$ cat src/od_slice_pkg.sv
package od_slice_pkg;

  // Object dictionary indices.
  localparam logic [15:0] IDX_FREQ_MAP      = 16'h1A03;
  localparam logic [15:0] IDX_STAMP_MAP     = 16'h1A04;
  localparam logic [15:0] IDX_SHORT_MAP     = 16'h1A05;
  localparam logic [15:0] IDX_CHANNEL_TYPE  = 16'h1C00;
  localparam logic [15:0] IDX_OUT_ASSIGN    = 16'h1C12;
  localparam logic [15:0] IDX_IN_ASSIGN     = 16'h1C13;
  localparam logic [15:0] IDX_OUT_SYNC      = 16'h1C32;
  localparam logic [15:0] IDX_ENCODER_INPUT = 16'h6000;

  // Subindices of the output synchronisation parameters.
  localparam logic [7:0] SUB_COUNT     = 8'h00;
  localparam logic [7:0] SUB_FIRST     = 8'h01;
  localparam logic [7:0] SUB_SYNC_MODE = 8'h01;
  localparam logic [7:0] SUB_CYCLE     = 8'h02;
  localparam logic [7:0] SUB_SHIFT     = 8'h03;
  localparam logic [7:0] SUB_SUPPORTED = 8'h04;

  // Mapping entries: object index, entry subindex, bit length.
  localparam logic [31:0] FREQ_ENTRY  = {IDX_ENCODER_INPUT, 8'h13, 8'h20};
  localparam logic [31:0] STAMP_ENTRY = {IDX_ENCODER_INPUT, 8'h16, 8'h40};
  localparam logic [31:0] SHORT_ENTRY = {IDX_ENCODER_INPUT, 8'h16, 8'h20};
  localparam logic [7:0]  MAP_COUNT   = 8'h01;

  // Sync-manager channel types.
  localparam logic [7:0] CHANNEL_COUNT  = 8'h04;
  localparam logic [7:0] CH_MBOX_WRITE  = 8'h01;
  localparam logic [7:0] CH_MBOX_READ   = 8'h02;
  localparam logic [7:0] CH_PD_OUTPUT   = 8'h03;
  localparam logic [7:0] CH_PD_INPUT    = 8'h04;

  // Assignment reset values and capacities.
  localparam logic [7:0]  OUT_ASSIGN_RESET = 8'h01;
  localparam logic [7:0]  OUT_ASSIGN_MAX   = 8'h01;
  localparam logic [15:0] OUT_SLOT1_RESET  = 16'h1600;
  localparam logic [7:0]  IN_ASSIGN_RESET  = 8'h02;
  localparam logic [7:0]  IN_ASSIGN_MAX    = 8'h03;
  localparam logic [15:0] IN_SLOT1_RESET   = 16'h1A00;
  localparam logic [15:0] IN_SLOT2_RESET   = 16'h1A02;
  localparam logic [15:0] IN_SLOT3_RESET   = 16'h0000;

  // Output synchronisation parameters.
  localparam logic [7:0]  SYNC_PARAM_COUNT = 8'h20;
  localparam logic [15:0] SYNC_MODE_RESET  = 16'h0001;
  localparam logic [15:0] SYNC_FREE_RUN    = 16'h0000;
  localparam logic [15:0] SYNC_SM2         = 16'h0001;
  localparam logic [15:0] SYNC_DC0         = 16'h0002;
  localparam logic [15:0] SYNC_DC1         = 16'h0003;
  localparam logic [31:0] CYCLE_NS_RESET   = 32'h000F4240;
  localparam logic [31:0] SHIFT_NS_RESET   = 32'h00000000;
  localparam logic [15:0] SUPPORTED_SYNCS  = 16'hC807;
  localparam int          SUP_FREE_RUN_BIT = 0;
  localparam int          SUP_SM2_BIT      = 1;
  localparam int          SUP_DC_LSB       = 2;
  localparam int          SUP_DYNAMIC_BIT  = 14;

  // Local clock period used to advance the free-run timer.
  localparam logic [31:0] CLK_PERIOD_NS = 32'h0000000A;

  // Access answer codes.
  localparam logic [1:0] ERR_NONE      = 2'h0;
  localparam logic [1:0] ERR_READ_ONLY = 2'h1;
  localparam logic [1:0] ERR_NO_OBJECT = 2'h2;
  localparam logic [1:0] ERR_RANGE     = 2'h3;

endpackage : od_slice_pkg

$ cat src/od_const_rom.sv
`timescale 1ns/1ps
// Read-only entries of the slice; every hit here is read-only by nature.
module od_const_rom (
  input  wire logic [15:0] index,
  input  wire logic [7:0]  sub,
  output logic             hit,
  output logic [31:0]      data
);

  always_comb
  begin
    hit  = 1'b1;
    data = 32'h00000000;
    unique case (index)
      od_slice_pkg::IDX_FREQ_MAP, od_slice_pkg::IDX_STAMP_MAP, od_slice_pkg::IDX_SHORT_MAP:
      begin
        if (sub == od_slice_pkg::SUB_COUNT)
          data = {24'h000000, od_slice_pkg::MAP_COUNT};
        else if (sub == od_slice_pkg::SUB_FIRST && index == od_slice_pkg::IDX_FREQ_MAP)
          data = od_slice_pkg::FREQ_ENTRY;
        else if (sub == od_slice_pkg::SUB_FIRST && index == od_slice_pkg::IDX_STAMP_MAP)
          data = od_slice_pkg::STAMP_ENTRY;
        else if (sub == od_slice_pkg::SUB_FIRST)
          data = od_slice_pkg::SHORT_ENTRY;
        else
          hit = 1'b0;
      end
      od_slice_pkg::IDX_CHANNEL_TYPE:
      begin
        unique case (sub)
          od_slice_pkg::SUB_COUNT: data = {24'h000000, od_slice_pkg::CHANNEL_COUNT};
          8'h01:                   data = {24'h000000, od_slice_pkg::CH_MBOX_WRITE};
          8'h02:                   data = {24'h000000, od_slice_pkg::CH_MBOX_READ};
          8'h03:                   data = {24'h000000, od_slice_pkg::CH_PD_OUTPUT};
          8'h04:                   data = {24'h000000, od_slice_pkg::CH_PD_INPUT};
          default:                 hit  = 1'b0;
        endcase
      end
      od_slice_pkg::IDX_OUT_SYNC:
      begin
        unique case (sub)
          od_slice_pkg::SUB_COUNT:     data = {24'h000000, od_slice_pkg::SYNC_PARAM_COUNT};
          od_slice_pkg::SUB_SHIFT:     data = od_slice_pkg::SHIFT_NS_RESET;
          od_slice_pkg::SUB_SUPPORTED: data = {16'h0000, od_slice_pkg::SUPPORTED_SYNCS};
          default:                     hit  = 1'b0;
        endcase
      end
      default:
        hit = 1'b0;
    endcase
  end

endmodule : od_const_rom

$ cat src/od_slice.sv
`timescale 1ns/1ps
// What this block does
// - Frequency mapping holds one 32-bit frequency entry.
// - Timestamp mapping holds one 64-bit timestamp entry.
// - Compact timestamp mapping holds one 32-bit entry.
// - Four channels typed mailbox write/read, output, input.
// - Output assignment resets to one slot, 0x1600.
// - Input assignment resets to 0x1A00, 0x1A02, zero; writable.
// - Sync mode selects free run, SM2, SYNC0, SYNC1.
// - Cycle time in ns, resets to one million.
// - Shift time is read-only, zero after reset.
// - Supported modes word reads 0xC807.
// - Supported bit 14 flags dynamic cycle times.
module od_slice (
  input  wire logic        clk_sys,
  input  wire logic        rst,
  input  wire logic        req_valid,
  input  wire logic        req_write,
  input  wire logic [15:0] req_index,
  input  wire logic [7:0]  req_sub,
  input  wire logic [31:0] req_wdata,
  input  wire logic        sm2_event,
  input  wire logic        sync0_event,
  input  wire logic        sync1_event,
  output logic             rsp_valid,
  output logic [31:0]      rsp_rdata,
  output logic             rsp_error,
  output logic [1:0]       rsp_code,
  output logic             output_update,
  output logic [15:0]      sync_mode
);

  logic        rom_hit;
  logic [31:0] rom_data;
  logic [7:0]  out_count;
  logic [15:0] out_slot1;
  logic [7:0]  in_count;
  logic [15:0] in_slot [3];
  logic [31:0] cycle_ns;
  logic [31:0] timer_ns;
  logic        timer_hit;
  logic [32:0] timer_sum;
  logic        next_hit;
  logic        next_writable;
  logic        next_in_range;
  logic [31:0] next_rdata;
  logic        do_write;

  od_const_rom const_rom (
    .index (req_index),
    .sub   (req_sub),
    .hit   (rom_hit),
    .data  (rom_data)
  );

  // Decode of the writable entries and of the read value.
  always_comb
  begin
    next_hit      = 1'b1;
    next_writable = 1'b1;
    next_in_range = 1'b1;
    next_rdata    = 32'h00000000;
    if (rom_hit)
    begin
      next_writable = 1'b0;
      next_rdata    = rom_data;
    end
    else if (req_index == od_slice_pkg::IDX_OUT_ASSIGN && req_sub == od_slice_pkg::SUB_COUNT)
    begin
      next_rdata    = {24'h000000, out_count};
      next_in_range = req_wdata[7:0] <= od_slice_pkg::OUT_ASSIGN_MAX;
    end
    else if (req_index == od_slice_pkg::IDX_OUT_ASSIGN && req_sub == od_slice_pkg::SUB_FIRST)
      next_rdata = {16'h0000, out_slot1};
    else if (req_index == od_slice_pkg::IDX_IN_ASSIGN && req_sub == od_slice_pkg::SUB_COUNT)
    begin
      next_rdata    = {24'h000000, in_count};
      next_in_range = req_wdata[7:0] <= od_slice_pkg::IN_ASSIGN_MAX;
    end
    else if (req_index == od_slice_pkg::IDX_IN_ASSIGN && req_sub >= 8'h01 && req_sub <= 8'h03)
      next_rdata = {16'h0000, in_slot[req_sub[1:0] - 2'h1]};
    else if (req_index == od_slice_pkg::IDX_OUT_SYNC && req_sub == od_slice_pkg::SUB_SYNC_MODE)
    begin
      next_rdata    = {16'h0000, sync_mode};
      // Codes above three have no meaning, so they are refused at the door.
      next_in_range = req_wdata[15:0] <= od_slice_pkg::SYNC_DC1;
    end
    else if (req_index == od_slice_pkg::IDX_OUT_SYNC && req_sub == od_slice_pkg::SUB_CYCLE)
      next_rdata = cycle_ns;
    else
    begin
      next_hit      = 1'b0;
      next_writable = 1'b0;
    end
  end

  assign do_write = req_valid && req_write && next_hit && next_writable && next_in_range;

  // Answer to every request, one cycle after it is taken.
  always_ff @(posedge clk_sys or posedge rst)
  begin
    if (rst)
    begin
      rsp_valid <= 1'b0;
      rsp_rdata <= 32'h00000000;
      rsp_error <= 1'b0;
      rsp_code  <= od_slice_pkg::ERR_NONE;
    end
    else
    begin
      rsp_valid <= req_valid;
      if (req_valid)
      begin
        rsp_rdata <= req_write ? 32'h00000000 : next_rdata;
        if (!next_hit)
        begin
          rsp_error <= 1'b1;
          rsp_code  <= od_slice_pkg::ERR_NO_OBJECT;
        end
        else if (req_write && !next_writable)
        begin
          rsp_error <= 1'b1;
          rsp_code  <= od_slice_pkg::ERR_READ_ONLY;
        end
        else if (req_write && !next_in_range)
        begin
          rsp_error <= 1'b1;
          rsp_code  <= od_slice_pkg::ERR_RANGE;
        end
        else
        begin
          rsp_error <= 1'b0;
          rsp_code  <= od_slice_pkg::ERR_NONE;
        end
      end
    end
  end

  // Output process-data assignment.
  always_ff @(posedge clk_sys or posedge rst)
  begin
    if (rst)
    begin
      out_count <= od_slice_pkg::OUT_ASSIGN_RESET;
      out_slot1 <= od_slice_pkg::OUT_SLOT1_RESET;
    end
    else if (do_write && req_index == od_slice_pkg::IDX_OUT_ASSIGN)
    begin
      if (req_sub == od_slice_pkg::SUB_COUNT)
        out_count <= req_wdata[7:0];
      else
        out_slot1 <= req_wdata[15:0];
    end
  end

  // Input process-data assignment count.
  always_ff @(posedge clk_sys or posedge rst)
  begin
    if (rst)
      in_count <= od_slice_pkg::IN_ASSIGN_RESET;
    else if (do_write && req_index == od_slice_pkg::IDX_IN_ASSIGN
             && req_sub == od_slice_pkg::SUB_COUNT)
      in_count <= req_wdata[7:0];
  end

  // Input assignment slots, one register per slot.
  for (genvar s = 0; s < 3; s++)
  begin : g_in_slot
    localparam logic [15:0] SLOT_RESET = (s == 0) ? od_slice_pkg::IN_SLOT1_RESET :
                                         (s == 1) ? od_slice_pkg::IN_SLOT2_RESET :
                                                    od_slice_pkg::IN_SLOT3_RESET;
    always_ff @(posedge clk_sys or posedge rst)
    begin
      if (rst)
        in_slot[s] <= SLOT_RESET;
      else if (do_write && req_index == od_slice_pkg::IDX_IN_ASSIGN
               && req_sub == 8'(s + 1))
        in_slot[s] <= req_wdata[15:0];
    end
  end

  // Output synchronisation mode and cycle time.
  always_ff @(posedge clk_sys or posedge rst)
  begin
    if (rst)
    begin
      sync_mode <= od_slice_pkg::SYNC_MODE_RESET;
      cycle_ns  <= od_slice_pkg::CYCLE_NS_RESET;
    end
    else if (do_write && req_index == od_slice_pkg::IDX_OUT_SYNC)
    begin
      if (req_sub == od_slice_pkg::SUB_SYNC_MODE)
        sync_mode <= req_wdata[15:0];
      else
        cycle_ns <= req_wdata;
    end
  end

  // Free-run local timer: accumulates nanoseconds and wraps at the cycle time.
  // Counting in ns rather than cycles avoids a divider; the remainder is dropped on wrap,
  // so a cycle time that is not a multiple of the clock period rounds up to whole cycles.
  assign timer_sum = {1'b0, timer_ns} + {1'b0, od_slice_pkg::CLK_PERIOD_NS};
  assign timer_hit = timer_sum >= {1'b0, cycle_ns};

  always_ff @(posedge clk_sys or posedge rst)
  begin
    if (rst)
      timer_ns <= 32'h00000000;
    else if (sync_mode != od_slice_pkg::SYNC_FREE_RUN || timer_hit)
      timer_ns <= 32'h00000000;
    else
      timer_ns <= timer_sum[31:0];
  end

  // Output refresh pulse chosen by the sync mode.
  always_ff @(posedge clk_sys or posedge rst)
  begin
    if (rst)
      output_update <= 1'b0;
    else
    begin
      unique case (sync_mode)
        od_slice_pkg::SYNC_FREE_RUN: output_update <= timer_hit;
        od_slice_pkg::SYNC_SM2:      output_update <= sm2_event;
        od_slice_pkg::SYNC_DC0:      output_update <= sync0_event;
        od_slice_pkg::SYNC_DC1:      output_update <= sync1_event;
        default:                     output_update <= 1'b0;
      endcase
    end
  end

  AST_FREQ_MAP: assert property (@(posedge clk_sys) disable iff (rst)
    req_valid && !req_write && req_index == od_slice_pkg::IDX_FREQ_MAP && req_sub == 8'h01
    |=> rsp_valid && !rsp_error && rsp_rdata == 32'h60001320)
    else $error("frequency mapping entry wrong");

  AST_STAMP_MAP: assert property (@(posedge clk_sys) disable iff (rst)
    req_valid && !req_write && req_index == od_slice_pkg::IDX_STAMP_MAP && req_sub == 8'h01
    |=> rsp_rdata == 32'h60001640 && !rsp_error)
    else $error("timestamp mapping entry wrong");

  AST_SHORT_MAP: assert property (@(posedge clk_sys) disable iff (rst)
    req_valid && !req_write && req_index == od_slice_pkg::IDX_SHORT_MAP && req_sub == 8'h01
    |=> rsp_rdata == 32'h60001620 && !rsp_error)
    else $error("compact timestamp mapping entry wrong");

  AST_CHANNEL_TYPE: assert property (@(posedge clk_sys) disable iff (rst)
    req_valid && !req_write && req_index == od_slice_pkg::IDX_CHANNEL_TYPE
    && req_sub >= 8'h01 && req_sub <= 8'h04
    |=> rsp_rdata == {24'h000000, $past(req_sub)})
    else $error("channel type wrong");

  AST_OUT_ASSIGN_RESET: assert property (@(posedge clk_sys)
    $fell(rst) |-> out_count == 8'h01 && out_slot1 == 16'h1600)
    else $error("output assignment reset wrong");

  AST_IN_ASSIGN_RESET: assert property (@(posedge clk_sys)
    $fell(rst) |-> in_count == 8'h02 && in_slot[0] == 16'h1A00
    && in_slot[1] == 16'h1A02 && in_slot[2] == 16'h0000)
    else $error("input assignment reset wrong");

  AST_SYNC0_FOLLOW: assert property (@(posedge clk_sys) disable iff (rst)
    sync_mode == 16'h0002 && $stable(sync_mode) |=> output_update == $past(sync0_event))
    else $error("sync0 mode does not follow sync0 event");

  AST_FREE_RUN_GATE: assert property (@(posedge clk_sys) disable iff (rst)
    sync_mode == 16'h0000 && !timer_hit |=> !output_update)
    else $error("free run update without timer expiry");

  AST_SHIFT_ZERO: assert property (@(posedge clk_sys) disable iff (rst)
    req_valid && !req_write && req_index == od_slice_pkg::IDX_OUT_SYNC && req_sub == 8'h03
    |=> rsp_rdata == 32'h00000000 && !rsp_error)
    else $error("shift time not zero");

  AST_SUPPORTED: assert property (@(posedge clk_sys) disable iff (rst)
    req_valid && !req_write && req_index == od_slice_pkg::IDX_OUT_SYNC && req_sub == 8'h04
    |=> rsp_rdata == 32'h0000C807 && rsp_rdata[3:2] == 2'b01)
    else $error("supported modes word wrong");

  AST_MAP_COUNT: assert property (@(posedge clk_sys) disable iff (rst)
    req_valid && !req_write && req_sub == 8'h00 && (req_index == od_slice_pkg::IDX_FREQ_MAP
    || req_index == od_slice_pkg::IDX_STAMP_MAP || req_index == od_slice_pkg::IDX_SHORT_MAP)
    |=> rsp_rdata == 32'h00000001)
    else $error("mapping count not one");

  AST_RO_WRITE: assert property (@(posedge clk_sys) disable iff (rst)
    req_valid && req_write && rom_hit
    |=> rsp_error && rsp_code == 2'h1 && $stable(sync_mode) && $stable(cycle_ns))
    else $error("read-only write not refused");

  AST_DYNAMIC_BIT: assert property (@(posedge clk_sys) disable iff (rst)
    req_valid && !req_write && req_index == od_slice_pkg::IDX_OUT_SYNC && req_sub == 8'h04
    |=> rsp_rdata[14] == 1'b1)
    else $error("dynamic times bit missing");

endmodule : od_slice

$ cat config.mk
export PLATFORM = sky130hd
export DESIGN_NAME = od_slice
export DESIGN_NICKNAME = d
export VERILOG_FILES = /design/src/od_slice_pkg.sv /design/src/od_const_rom.sv /design/src/od_slice.sv
export SDC_FILE = /design/constraint.sdc
export NUM_CORES = 1
export LEC_CHECK = 0
export BUFFER_PORTS_ARGS = -buffer_cell sky130_fd_sc_hd__buf_2
export CAP_MARGIN = 20
export CELL_PAD_IN_SITES_DETAIL_PLACEMENT = 0
export CELL_PAD_IN_SITES_GLOBAL_PLACEMENT = 1
export CORE_UTILIZATION = 42
export DETAILED_ROUTE_END_ITERATION = 6
export PLACE_DENSITY = 0.85
export SETUP_SLACK_MARGIN = 0.1
export SYNTH_ARGS = -nofsm -noshare
export SYNTH_HDL_FRONTEND = slang
export SYNTH_HIERARCHICAL = 1
export SYNTH_SLANG_ARGS = --single-unit
$ cat constraint.sdc
create_clock -name clk_sys -period 6.3 [get_ports clk_sys]
set_input_delay 0.945 -clock clk_sys [delete_from_list [all_inputs] [get_ports clk_sys]]
set_output_delay 0.945 -clock clk_sys [all_outputs]
set_load 0.02 [all_outputs]
## After elaboration in Yosys (flattened, before gate mapping)

Index checks and enable logic that the tools add are counted.

| storage, ports and cells | value |
|---|---|
| bits in registers | 197 |
| bits of input ports | 63 |
| output and inout bits | 53 |
| word-level logic and storage cells | 123 |

| operators by class | value |
|---|---|
| add/subtract/negate cells | 2 |
| order comparisons | 7 |
| equality and inequality tests | 14 |
| mux-type cells | 47 |
| bitwise operators | 3 |
| reduce and logical (&&, ||, !) cells | 36 |

Operators by type and width:

| operator | number |
|---|---|
| 2-to-1 mux 32 bit | 12 |
| equality test 16 x 13 -> 1 bit (second input constant) | 7 |
| one-hot mux 32 bit (3 select lines) | 1 |
| adder 32 x 4 -> 33 bit (second input constant) | 1 |
| >= comparator 33 x 32 -> 1 bit | 1 |
| binary-select mux 16 bit (select 2 bit) | 1 |
| equality test 16 x 2 -> 1 bit (second input constant) | 2 |
| 2-to-1 mux 16 bit | 2 |
| one-hot mux 16 bit (2 select lines) | 1 |
| 2-to-1 mux 31 bit | 1 |
| 2-to-1 mux 1 bit | 23 |
| logical AND 1 bit | 22 |
| equality test 16 x 1 -> 1 bit (second input constant) | 1 |
| equality test 8 x 2 -> 1 bit (second input constant) | 2 |
| less-or-equal comparator 16 x 2 -> 1 bit (second input constant) | 1 |
| less-or-equal comparator 8 x 2 -> 1 bit (second input constant) | 2 |
| zero test 16 bit | 1 |
| nonzero test 16 bit | 1 |
| one-hot mux 3 bit (4 select lines) | 1 |
| equality test 8 x 1 -> 1 bit (second input constant) | 1 |
| equality test 8 x 3 -> 1 bit (second input constant) | 1 |
| >= comparator 8 x 1 -> 1 bit (second input constant) | 1 |
| less-or-equal comparator 8 x 1 -> 1 bit (second input constant) | 1 |
| zero test 8 bit | 1 |
| 13 further kinds | 21 |

## Logic depth before layout (Yosys ltp)

Gate-level depths: netlist of the first run.

| depth | value |
|---|---|
| word-level depth | 14 |
| mapped depth | 13 |
| gate-level depth less buffers | 12 |

## Modules after synthesis

Netlist of the first run, hierarchy kept.

By module, submodules not included:

| module | times used | cells an instance | area each (µm²) | sequential area each (µm²) |
|---|---|---|---|---|
| od_slice | 1 | 974 | 10,236.1 | 4,929.7 |
| od_const_rom | 1 | 72 | 515.5 | 0.0 |

## Worst setup path after synthesis of the first run

No wires, ideal clock.

| path | value |
|---|---|
| kind | reg-to-reg |
| start | reg timer_ns[8] |
| end | reg timer_ns[11] |
| library setup time | 0.138 ns |
| arrival | 3.535 ns |
| data required time | 6.162 ns |
| path slack | 2.627 ns |
| cell stages (with the launch flop) | 14 |
| buffers on the path | 2 |
| clock period less this slack | 3.673 ns |
| cell sequence | dfrtp_1 and4_1 nand4_2 nor3_1 nand3_1 xnor2_1 ha_1 nand4_1 nor4_1 o311ai_0 a211oi_1 clkbuf_1 clkbuf_1 nor4_1 |

| between the ends | value |
|---|---|
| word-level cells in the longest chain between the ends | 4 |

Ends and longest elaborated chain:

| element | line | text |
|---|---|---|
| from (decl) | od_slice.sv:40 | `logic [31:0] timer_ns;` |
| from (signal assigned) | od_slice.sv:212 | `timer_ns <= timer_sum[31:0];` |
| adder 32 x 4 -> 33 bit * | od_slice.sv:202 | `assign timer_sum = {1'b0, timer_ns} + {1'b0, od_slice_pkg::CLK_PERIOD_NS};` |
| >= comparator 33 x 32 -> 1 bit | od_slice.sv:203 | `assign timer_hit = timer_sum >= {1'b0, cycle_ns};` |
| logical OR 1 bit | od_slice.sv:209 | `else if (sync_mode != od_slice_pkg::SYNC_FREE_RUN \|\| timer_hit)` |
| 2-to-1 mux 32 bit * | od_slice.sv:209 |  |

Every way passes the cells marked *; elsewhere a longest branch is shown, timed or not.
A chain may end at the register's enable or synchronous reset.

## Worst setup path after layout of the first run

| path | value |
|---|---|
| start | reg timer_ns[8] |
| end | reg output_update |

| between the ends | value |
|---|---|
| word-level cells in the longest chain between the ends | 3 |

Ends and longest elaborated chain:

| element | line | text |
|---|---|---|
| adder 32 x 4 -> 33 bit | od_slice.sv:202 |  |
| >= comparator 33 x 32 -> 1 bit | od_slice.sv:203 |  |
| one-hot mux 1 bit (4 select lines) | od_slice.sv:222 | `unique case (sync_mode)` |
| to (signal assigned) | od_slice.sv:223 | `od_slice_pkg::SYNC_FREE_RUN: output_update <= timer_hit;` |
| to (signal assigned) | od_slice.sv:224 | `od_slice_pkg::SYNC_SM2: output_update <= sm2_event;` |
| to (signal assigned) | od_slice.sv:225 | `od_slice_pkg::SYNC_DC0: output_update <= sync0_event;` |
| to (decl) | od_slice.sv:29 | `output logic output_update,` |

No other way between the ends.

==> summary.md, run 1 <==
| Metric | Value |
|---|---|
| I/O Buffers | `115` |
| LEAKAGE | `5.700 nW` |
| Largest cells by area after synthesis | `dfrtp_1 (41%), mux2_2 (11%), dfstp_2 (4.9%), ha_1 (4.2%), o21ai_0 (2.8%)` |
| All-Layer GR Usage | `0.2292` |
| Area leader, netlist | `dfrtp_1` |
| Routed len/inst | `19.82 um` |
| Height of the chip | `162.0 um` |
| Post-CTS Setup Inserts | `0` |
| Layout Skew | `0.01482 ns` |
| Worst path slowest cell | `o211ai_1` |
| Synth top area share | `0.4096` |
| Largest family of logic cells by synthesized area | `simple AND/OR/NAND/NOR gates` |
| Post-Syn Instances | `1046` |
| RSZ-0062 raised after global routing | `no` |
| Final Cycle Share | `0.7155` |
| Synth top cells by count | `dfrtp_1 (176), mux2_2 (101), nand2_1 (80)` |
| DR vias/cell | `5.763` |
| Yosys Warn Count | `6` |
| Setup crit start kind | `flip-flop` |
| Clock Tree Root | `clkbuf_16` |
| Max Fclk | `221.9 MHz` |
| CTS sink count | `196` |
| WS Path Type | `reg2reg` |
| Min-delay worst type | `in2async` |
| DIE WIDTH | `162.0 um` |
| Die area | `0.02624 sq mm` |
| First-pass iteration count of the detailed router | `5` |
| Most common cell on crit path | `nor3_1` |
| Vias in the first global route | `8161` |
| Number of synthesized flops with an enable pin | `0` |
| Max-cap violation count | `0` |
| Mean Syn Cell Area | `10.28 sq um` |
| Core ar. | `0.02511 sq mm` |
| Placement Setup Slack | `1.677 ns` |
| Global route overflow | `0` |
| Fin Hold WS | `0.3779 ns` |
| CTS Buffer Depth | `2` |
| Ratio of cells with drive above 1 in the final layout | `0.2659` |
| Total CTS buffers | `17` |
| Crit-path max cell delay | `0.87 ns` |
| Max IR drop VDD | `134.2 uV` |
| Adder-Cell Fraction of Synth Area | `0.04189` |
| Nature of the critical path endpoint | `flip-flop` |
| Post-synthesis sequential area ratio | `0.4585` |
| Slew margin rel. | `0.2430` |
| Design Area, Final | `0.01213 sq mm` |
| Yosys reg bits | `196` |
| Run status | `finished, final reports clean` |
| Final hold vios | `0` |
| Simple-gate portion of the synthesized area | `0.1861` |
| Pwr dens | `205.8 mW/mm^2` |
| Residual DRC count | `0` |
| Clock Pin Slew Worst Setup and Hold Paths | `0.08 ns` |
| Critical-path cell list | `and4_1 > nand4_2 > nor3_1 > nand3_1 > xnor2_1 > ha_1 > nand4_1 > or4_1 > o211ai_1 > nor3_1 > a2111oi_0` |
| Setup WS post-layout | `1.792 ns` |
| CTS tree | `yes` |
| Xor-xnor portion of the synthesized cell area | `0.02199` |
| Arrival @ worst endpoint | `4.81 ns` |
| I/O pin count | `116` |
| Asr flop ratio synth | `1.000` |
| DP Area | `0.01152 sq mm` |
| Worst-skew pair later-pin latency | `0.45 ns` |
| Max-slew violation count | `0` |
| Most frequent cell after synthesis | `dfrtp_1` |
| Total power | `2.496 mW` |
| Cell Rows | `58` |
| Initial antenna violation count | `1` |
| Endpoints failing setup | `0` |
| Synth Area in Compound Gates | `0.1128` |
| Initial core utilization | `0.4282` |
| Total Wirelength | `29.29 mm` |
| Global-route wire length before repair | `46.33 mm` |
| Worst Path Max Fanout | `14` |
| Final #Nets | `1233` |
| Post-DRT Antenna Nets | `0` |
| Worst Tran Pin Value | `1.127 ns` |
| Largest net degree at the start of global routing | `194` |
| Resize count post-CTS | `0` |
| Crit path time final | `4.508 ns` |
| Iteration-0 DRC count of the detailed router | `754` |
| RD Place Congestion | `0.8839` |
| Routed via count | `8517` |
| Netlist cell types | `67` |
| Crit path required time | `6.60 ns` |
| Top_reg_cell synth | `dfrtp_1` |
| Post-DP HPWL | `20.70 mm` |
| Htree depth | `4` |
| Mux share of post-synthesis cell area | `0.1227` |
| Area grow syn2layout | `12.79%` |
| Setup TNS | `0 ns` |
| Syn Std Cell Area | `0.01075 sq mm` |
| CTS Hold Bufs | `0` |
## critical path: cells and delay by family, from the launching register on
kind / cells / cell delay (ns)
flip-flops: 1 / 0.41
adder cells (fa/ha/maj): 1 / 0.30
AND/OR/NAND/NOR: 7 / 2.25
XOR/XNOR: 1 / 0.18
AO/OA/AOI/OAI: 2 / 1.22
## kinds of logic (layout without fill, tap and decap cells)
| group | count (synthesis) | in the layout |
|---|---|---|
| DFF | 196 | 196 |
| other | 1 | 19 |
| AOI/OAI and AO/OA | 193 | 193 |
| adders and majority gates | 36 | 36 |
| muxes | 119 | 119 |
| and+or+nand+nor | 341 | 341 |
| xor gates and xnor gates | 27 | 27 |
| buffers and inverters | 133 | 217 |
## state kept, by name, summed over array words and instances (netlist names)
| signal | cells |
|---|---|
| rsp_error | 1 |
| out_count | 8 |
| rsp_rdata | 32 |
| in_count | 8 |
| in_slot | 48 |
| output_update | 1 |
| rsp_code | 2 |
| out_slot1 | 16 |
| timer_ns | 31 |
| rsp_valid | 1 |
| cycle_ns | 32 |
| sync_mode | 16 |
## cell usage in the layout, fill, tap and decap left out, types with 5 or more instances in the layout
cell type	n
and3_1	9
inv_1	57
or4b_2	7
mux2_2	101
o22ai_1	24
ha_1	36
dfstp_2	20
nor2_1	46
xnor2_1	18
o221ai_1	8
a22oi_1	17
buf_4	10
or3_1	11
a21oi_1	41
nand3_1	20
nor4_1	26
dfrtp_1	176
buf_2	116
nand4_1	23
nor2b_1	23
o21ai_0	61
nand2_1	80
nand2b_1	7
clkbuf_16	17
clkinv_4	5
nor3_1	15
mux2i_1	17
nor4b_1	11
o32a_1	8
xor2_1	9
and4_1	8
a211oi_1	14
and2_1	21
conb_1	18
## worst paths after layout
kind | startpoint | end | slack (ns) | depth (start not counted)
max in group asynchronous | rst | rsp_rdata[30]$_DFFE_PP0P_ | 4.68 | 3
min | rst | rsp_rdata[0]$_DFFE_PP0P_ | 0.38 | 2
min reg2reg | in_count[5]$_DFFE_PP0P_ | in_count[5]$_DFFE_PP0P_ | 0.49 | 1
max | timer_ns[8]$_DFF_PP0_ | output_update$_DFF_PP0_ | 1.79 | 11
max reg2reg | timer_ns[8]$_DFF_PP0_ | output_update$_DFF_PP0_ | 1.79 | 11
min in group clk_sys | in_count[5]$_DFFE_PP0P_ | in_count[5]$_DFFE_PP0P_ | 0.49 | 1
## metrics by stage
step	util	std cells
after global placement	0.4590	1443
after CTS	0.4824	1475
final	0.4830	1478
after global routing	0.4830	1478
after floorplan	-	1063
after detailed placement	0.4590	1443
## report_power, final
| group | internal (mW) | switching [mW] |
|---|---|---|
| clock network | 0.563 | 0.527 |
| registers | 1.26 | 0.00229 |
| logic | 0.0397 | 0.102 |
| total | 1.86 | 0.631 |
## routing by layer
layer / vias up / part of all wire / GRT usage
li1: 3941 / - / -
met1: 4213 / 0.47 / 0.3407
met2: 324 / 0.44 / 0.3463
met3: 39 / 0.065 / 0.03575
met4: 0 / 0.017 / 0.05961
met5: - / 0 / 0
## area by class of cell
| class | instances | area (sq um) |
|---|---|---|
| antenna | 1 | 2.502 |
| clock buffer | 20 | 436.7 |
| clock inverter | 12 | 150.1 |
| fill | 2322 | 12980 |
| inverter | 58 | 221.5 |
| multi-input combinational | 734 | 5298 |
| sequential | 196 | 4930 |
| tap | 330 | 412.9 |
| timing repair buffer | 127 | 675.6 |
No activity file was read; power rests on OpenSTA's default activity.
==> run 2, diff against run 1 <==
==> constraint.sdc (replaced) <==
create_clock -name clk_sys -period 3.8 [get_ports clk_sys]
set_input_delay 0.57 -clock clk_sys [delete_from_list [all_inputs] [get_ports clk_sys]]
set_output_delay 0.57 -clock clk_sys [all_outputs]
set_load 0.02 [all_outputs]
==> run 2 against run 1 <==
  * Register-to-register slack lost 1.7 ns
  * Clock skew grew 0.0010 ns
  * Worst setup slack got worse by 1.7 ns
  * Wire length down 0.19%
  * Sequential share of layout area down 1.4 points
  * Maximum frequency up 22%
  * Combinational power is 70% higher
  * Critical path depth rose by 5
  * Total power is 67% higher
  * Critical path type unchanged
==> summary.md, run 2 (synthesized netlist as in run 1, its figures left out) <==
| Metric | Value |
|---|---|
| Post-DRT Antenna Nets | `0 (unchanged)` |
| Total Wirelength | `29.24 mm (-0.19%)` |
| Critical-path cell list | `and4_4 > nand4_4 > buf_6 > nor3_2 > buf_4 > nand2_1 > xnor2_2 > ha_1 > nand4_1 > nor4_2 > buf_4 > a221oi_4 > a211oi_4 > buf_6 > or4b_2 > nor2_2` |
| Largest net degree at the start of global routing | `140 (-28%)` |
| Htree depth | `4 (unchanged)` |
| All-Layer GR Usage | `0.2251 (-0.004124)` |
| Endpoints failing setup | `0 (unchanged)` |
| Clock Tree Root | `clkbuf_16` |
| Worst Path Max Fanout | `7 (-7)` |
| Post-DP HPWL | `20.62 mm (-0.39%)` |
| Vias in the first global route | `8428 (+3.3%)` |
| Design Area, Final | `0.01256 sq mm (+3.6%)` |
| CTS Buffer Depth | `2 (unchanged)` |
| Ratio of cells with drive above 1 in the final layout | `0.3021 (+0.03620)` |
| Antenna Cells | `0 (-1)` |
| Min-delay worst type | `in2async` |
| I/O pin count | `116 (unchanged)` |
| Final hold vios | `0 (unchanged)` |
| LEAKAGE | `5.950 nW (+4.4%)` |
| Most frequent cells in the layout | `dfrtp_1 (176), buf_2 (117), mux2_2 (101), nand2_1 (80), o21ai_0 (60)` |
| Max IR drop VDD | `261.4 uV (+95%)` |
| DR vias/cell | `5.681 (-1.4%)` |
| Arrival @ worst endpoint | `4.05 ns (-0.76 ns)` |
| Slew margin rel. | `0.4755 (+0.2325)` |
| Max-slew violation count | `0 (unchanged)` |
| Total power | `4.172 mW (+67%)` |
| Initial antenna violation count | `0 (-1)` |
| Most common cell after layout, fill and taps aside | `dfrtp_1` |
| Max Fclk | `271.4 MHz (+22%)` |
| First-pass iteration count of the detailed router | `5 (unchanged)` |
| Largest registers | `in_slot x48, cycle_ns x32, rsp_rdata x32` |
| Global-route wire length before repair | `46.02 mm (-0.67%)` |
| Worst Tran Pin Value | `0.7868 ns (-0.3401 ns)` |
| I/O Buffers | `115 (unchanged)` |
| RD Place Congestion | `0.9609 (+8.7%)` |
| Pwr dens | `332.2 mW/mm^2 (+61%)` |
| CTS sink count | `196 (unchanged)` |
| Core ar. | `0.02511 sq mm (unchanged)` |
| Global route overflow | `0 (unchanged)` |
| Final #Nets | `1271 (+3.1%)` |
| Routed via count | `8607 (+1.1%)` |
| WS Path Type | `reg2reg` |
| Clock Pin Slew Worst Setup and Hold Paths | `0.08 ns (about the same)` |
| Setup WS post-layout | `0.1158 ns (-1.677 ns)` |
| Crit path required time | `4.17 ns (-2.43 ns)` |
| Residual DRC count | `0 (unchanged)` |
| Nature of the critical path endpoint | `flip-flop` |
| Multi-input logic area | `0.005394 sq mm (+1.8%)` |
| CTS Hold Bufs | `0 (unchanged)` |
| Setup TNS | `0 ns (unchanged)` |
| Final Cycle Share | `0.9695 (+0.2540)` |
| Iteration-0 DRC count of the detailed router | `801 (+6.2%)` |
| Crit-path max cell delay | `0.64 ns (-0.23 ns)` |
| Worst path slowest cell | `or4b_2` |
| Total CTS buffers | `17 (unchanged)` |
| Routed len/inst | `19.30 um (-2.6%)` |
| Layout Skew | `0.01585 ns (+0.001026 ns)` |
| Initial core utilization | `0.4282 (unchanged)` |
| Register area | `0.004930 sq mm (unchanged)` |
| DP Area | `0.01176 sq mm (+2.0%)` |
| Max-cap violation count | `0 (unchanged)` |
| Height of the chip | `162.0 um (unchanged)` |
| Cell Rows | `58 (unchanged)` |
| Placement Setup Slack | `0.01358 ns (-1.664 ns)` |
| Register with the most flip-flops | `in_slot` |
| R2r setup slk | `0.12 ns (-1.68 ns)` |
| Run status | `finished, final reports clean` |
| DIE WIDTH | `162.0 um (unchanged)` |
| Max reg flops | `48 (unchanged)` |
| Worst-skew pair later-pin latency | `0.43 ns (-0.02 ns)` |
| Fill count | `2313 (-0.39%)` |
| Die area | `0.02624 sq mm (unchanged)` |
| CTS tree | `yes` |
| Crit path time final | `3.684 ns (-0.8234 ns)` |
| Area grow syn2layout | `16.83%` |
| Setup crit start kind | `flip-flop` |
-- run 2: cell types whose count changed in the layout (fill, tap and decap cells not counted), sizes merged --
cell,delta
buf,+38
clkbuf,-2
clkinv,-3
clkinvlp,+1
diode,-1
inv,+4
-- run 2: path summary, 6_finish.rpt --
kind                       cells past startpoint                       end                     from
setup / recovery                              16    timer_ns[27]$_DFF_PP0_    timer_ns[9]$_DFF_PP0_
max in group asynchronous                      3     timer_ns[8]$_DFF_PP0_                      rst
hold / removal                                 3   in_count[2]$_DFFE_PP0P_                      rst
min in group clk_sys                           2  cycle_ns[16]$_DFFE_PP1P_            req_wdata[16]
hold reg to reg                                1   in_count[3]$_DFFE_PP0P_  in_count[3]$_DFFE_PP0P_
setup reg to reg                              16    timer_ns[27]$_DFF_PP0_    timer_ns[9]$_DFF_PP0_
-- run 2: what timing repair did --
action,4_1_cts,5_1_grt
buffers inserted,1,9
resized for setup,5,18
pin swaps,1,8
gates cloned,0,2
endpoints found under the setup margin,7,17
-- run 2: final cells by class --
| type | instances | area share |
|---|---|---|
| sequential | 196 | 0.3925 |
| clock inverter | 14 | 0.01315 |
| multi-input combinational | 734 | 0.4294 |
| inverter | 58 | 0.01763 |
| clock buffer | 18 | 0.03496 |
| tap | 330 | 0.03287 |
| timing repair buffer | 165 | 0.07949 |
-- run 2: metal layers --
metal / up-vias / share of wire / track usage
li1: 4017 / - / -
met1: 4254 / 0.46 / 0.3280
met2: 296 / 0.46 / 0.3461
met3: 40 / 0.059 / 0.03728
met4: 0 / 0.017 / 0.05832
met5: - / 0 / 0
-- run 2: worst max-delay path, delay by kind of cell, from the launching register on --
kind	cells	cell delay, ns
XOR/XNOR	1	0.16
adder cells (fa/ha/maj)	1	0.32
AO/OA/AOI/OAI	2	0.43
AND/OR/NAND/NOR	8	1.62
buffers and inverters	4	0.67
flip-flops	1	0.40
-- run 2: stage by stage --
step,hold slack (ns),instances,utilization
finish,0.2176,1515,0.5002
global route,0.2579,1515,0.5002
CTS,0.2501,1504,0.4935
detailed placement,0.4711,1471,0.4684
global placement,0.4649,1471,0.4684
floorplan,0.4480,1063,-
-- run 2: power by group --
part / internal (mW) / switching [mW]
Combinational: 0.0736 / 0.168
Sequential: 2.09 / 0.00319
Clock: 0.958 / 0.878
Total: 3.12 / 1.05
==> run 3, diff against run 2 <==
--- a/config.mk
+++ b/config.mk
@@ -5,7 +5,7 @@
 export SDC_FILE = /design/constraint.sdc
 export NUM_CORES = 1
 export LEC_CHECK = 0
-export BUFFER_PORTS_ARGS = -buffer_cell sky130_fd_sc_hd__buf_2
+export BUFFER_PORTS_ARGS = -buffer_cell sky130_fd_sc_hd__buf_4
 export CAP_MARGIN = 20
 export CELL_PAD_IN_SITES_DETAIL_PLACEMENT = 0
 export CELL_PAD_IN_SITES_GLOBAL_PLACEMENT = 1
==> run 3 against run 2 <==
  * Wire length up 0.90%
  * Worst hold slack lost 0.13 ns
  * Maximum frequency increased by 3.6%
  * Die area unchanged
  * Count of clock-buffer cells in the layout rose by 1
  * Sequential cell count is the same
  * Global-route usage is 0.63 points higher
  * Cell count did not move
  * Cell area rose by 2.7%
==> summary.md, run 3 (synthesized netlist as in run 1, its figures left out) <==
| Metric | Value |
|---|---|
| First-pass iteration count of the detailed router | `5 (unchanged)` |
| LEAKAGE | `6.047 nW (+1.6%)` |
| Setup crit start kind | `flip-flop` |
| Clock Tree Root | `clkbuf_16` |
| Iteration-0 DRC count of the detailed router | `637 (-20%)` |
| Design Area, Final | `0.01291 sq mm (+2.7%)` |
| Net switching fraction of the power | `0.2478 (-0.003609)` |
| Worst Path Max Fanout | `6 (-1)` |
| Psw | `1.056 mW (+0.66%)` |
| Clock Pin Slew Worst Setup and Hold Paths | `0.07 ns (about the same)` |
| Die area | `0.02624 sq mm (unchanged)` |
| Max reg flops | `48 (unchanged)` |
| Slew margin rel. | `0.2346 (-0.2409)` |
| Height of the chip | `162.0 um (unchanged)` |
| Total CTS buffers | `17 (unchanged)` |
| Area grow syn2layout | `20.04%` |
| Largest registers | `in_slot x48, cycle_ns x32, rsp_rdata x32` |
| Antenna Cells | `0 (unchanged)` |
| Final hold vios | `0 (unchanged)` |
| Max-slew violation count | `0 (unchanged)` |
| DIE WIDTH | `162.0 um (unchanged)` |
| Worst path slowest cell | `or4_1` |
| Crit path required time | `4.12 ns (-0.05 ns)` |
| Most common cell after layout, fill and taps aside | `dfrtp_1` |
| Global-route wire length before repair | `46.90 mm (+1.9%)` |
| Routed len/inst | `19.47 um (+0.90%)` |
| I/O pin count | `116 (unchanged)` |
| CP bufs+invs | `3 (-1)` |
| Fill count | `2312 (-0.043%)` |
| Htree depth | `4 (unchanged)` |
| Crit-path max cell delay | `0.46 ns (-0.18 ns)` |
| Clock power share | `0.446 (+0.006)` |
| Gate power share | `0.063 (+0.005)` |
| Critical-path cell list | `and4_4 > nand4_4 > nor3_1 > buf_4 > nand3_1 > xnor2_2 > ha_1 > nand4_1 > buf_4 > or4_1 > o211ai_1 > buf_4 > nor3_1 > a2111oi_0` |
| CP delay by family, top | `simple AND/OR/NAND/NOR gates` |
| All-Layer GR Usage | `0.2314 (+0.006287)` |
| Core ar. | `0.02511 sq mm (unchanged)` |
| Internal Power | `3.205 mW (+2.6%)` |
| Arrival @ worst endpoint | `3.87 ns (-0.18 ns)` |
| Layout Skew | `0.01282 ns (-0.003029 ns)` |
| I/O Buffers | `115 (unchanged)` |
| Initial core utilization | `0.4282 (unchanged)` |
| Cell Rows | `58 (unchanged)` |
| Setup TNS | `0 ns (unchanged)` |
| Largest net degree at the start of global routing | `58 (-59%)` |
| Total Wirelength | `29.50 mm (+0.90%)` |
| Worst-skew pair later-pin latency | `0.45 ns (+0.02 ns)` |
| Crit path time final | `3.556 ns (-0.1282 ns)` |
| Cell Count Post-Placement | `1476 (+0.34%)` |
| Pwr dens | `330.1 mW/mm^2 (-0.61%)` |
| Max IR drop VDD | `290.1 uV (+11%)` |
| Most common cell on crit path | `buf_4` |
| CTS Buffer Depth | `2 (unchanged)` |
| Final Cycle Share | `0.9358 (-0.03375)` |
| Initial antenna violation count | `0 (unchanged)` |
| WS Path Type | `reg2reg` |
| DR vias/cell | `5.628 (-0.94%)` |
| RD Place Congestion | `0.9199 (-4.3%)` |
| Worst Tran Pin Value | `1.139 ns (+0.3526 ns)` |
| Global route overflow | `0 (unchanged)` |
| Ratio of cells with drive above 1 in the final layout | `0.3030 (+0.0008439)` |
| Routed via count | `8526 (-0.94%)` |
| CTS tree | `yes` |
| Sequential share of power | `0.492 (-0.010)` |
| Vias in the first global route | `8442 (+0.17%)` |
| RSZ-0062 raised after global routing | `no` |
| Most frequent cells in the layout | `dfrtp_1 (176), buf_4 (159), mux2_2 (101), nand2_1 (80), o21ai_0 (59)` |
| Register with the most flip-flops | `in_slot` |
| Residual DRC count | `0 (unchanged)` |
| Max Fclk | `281.2 MHz (+3.6%)` |
| DP Area | `0.01211 sq mm (+3.0%)` |
| Run status | `finished, final reports clean` |
| CTS sink count | `196 (unchanged)` |
| Post-DP HPWL | `21.36 mm (+3.6%)` |
| Util after Layout | `0.5140 (+0.01375)` |
| Final #Nets | `1271 (unchanged)` |
| Final Non-Filler Cells | `1515 (unchanged)` |
| Min-delay worst type | `in2async` |
| Max-cap violation count | `0 (unchanged)` |
| Post-DRT Antenna Nets | `0 (unchanged)` |
| Nature of the critical path endpoint | `flip-flop` |
| Endpoints failing setup | `0 (unchanged)` |
==> run 3: power by group through the flow <==
stage | sequential (mW) | combinational (mW) | clock [mW]
3_5_place_dp | 2.14 | 0.267 | 0
4_1_cts | 2.10 | 0.268 | 1.92
6_report | 2.10 | 0.267 | 1.90
2_1_floorplan | 2.15 | 0.125 | 0
5_1_grt | 2.10 | 0.291 | 2.01
3_3_place_gp | 2.14 | 0.262 | 0
==> run 3: path summary, 6_finish.rpt <==
kind / slack, ns / to / depth (start not counted) / from
max in group asynchronous: 3.06 / cycle_ns[14]$_DFFE_PP1P_ / 3 / rst
min in group clk_sys: 0.34 / cycle_ns[16]$_DFFE_PP1P_ / 2 / req_wdata[16]
max reg2reg: 0.24 / output_update$_DFF_PP0_ / 14 / timer_ns[9]$_DFF_PP0_
min reg2reg: 0.50 / in_count[7]$_DFFE_PP0P_ / 1 / in_count[7]$_DFFE_PP0P_
min: 0.09 / rsp_rdata[4]$_DFFE_PP0P_ / 2 / rst
max: 0.24 / output_update$_DFF_PP0_ / 14 / timer_ns[9]$_DFF_PP0_
==> run 3: worst reg2reg max path: cells and delay by family, from the launching register on <==
| family | cells | cell delay, ns |
|---|---|---|
| DFF | 1 | 0.40 |
| AOI/OAI and AO/OA | 2 | 0.59 |
| buffers and inverters | 3 | 0.55 |
| and+or+nand+nor | 7 | 1.43 |
| xor gates and xnor gates | 1 | 0.16 |
| adders and majority gates | 1 | 0.30 |
==> run 3: layer usage <==
metal	track usage	vias to the layer above	part of all wire
met2	0.3529	274	0.46
met4	0.07847	0	0.023
met1	0.3333	4193	0.46
met5	0	-	0
li1	-	4015	-
met3	0.03677	44	0.059
==> run 3: area by class of cell <==
class,instances,area (sq um),area share
inverters,58,221.5,0.01716
repair buffers,165,1319,0.1022
well taps,330,412.9,0.03199
clock inverters,13,165.2,0.01280
flip-flops and latches,196,4930,0.3820
multi-input cells,734,5415,0.4196
clock buffers,19,442.9,0.03432
==> run 3: repair_timing <==
action | 4_1_cts | 5_1_grt
gates resized for setup | 3 | 22
setup buffers | 0 | 6
hold buffers | 0 | 0
hold endpoints to repair | 0 | 0
pin swaps | 0 | 6
gates cloned | 0 | 1
setup endpoints to repair | 6 | 14
==> run 3: stage by stage <==
stage | hold slack, ns | total power [mW] | setup WS [ns]
detailed placement | 0.4742 | 2.403 | 0.03929
CTS | 0.09764 | 4.283 | 0.1493
global route | 0.09379 | 4.393 | 0.05371
global placement | 0.4672 | 2.399 | 0.1573
floorplan | 0.4480 | 2.271 | 0.1266
finish | 0.08746 | 4.261 | 0.2441
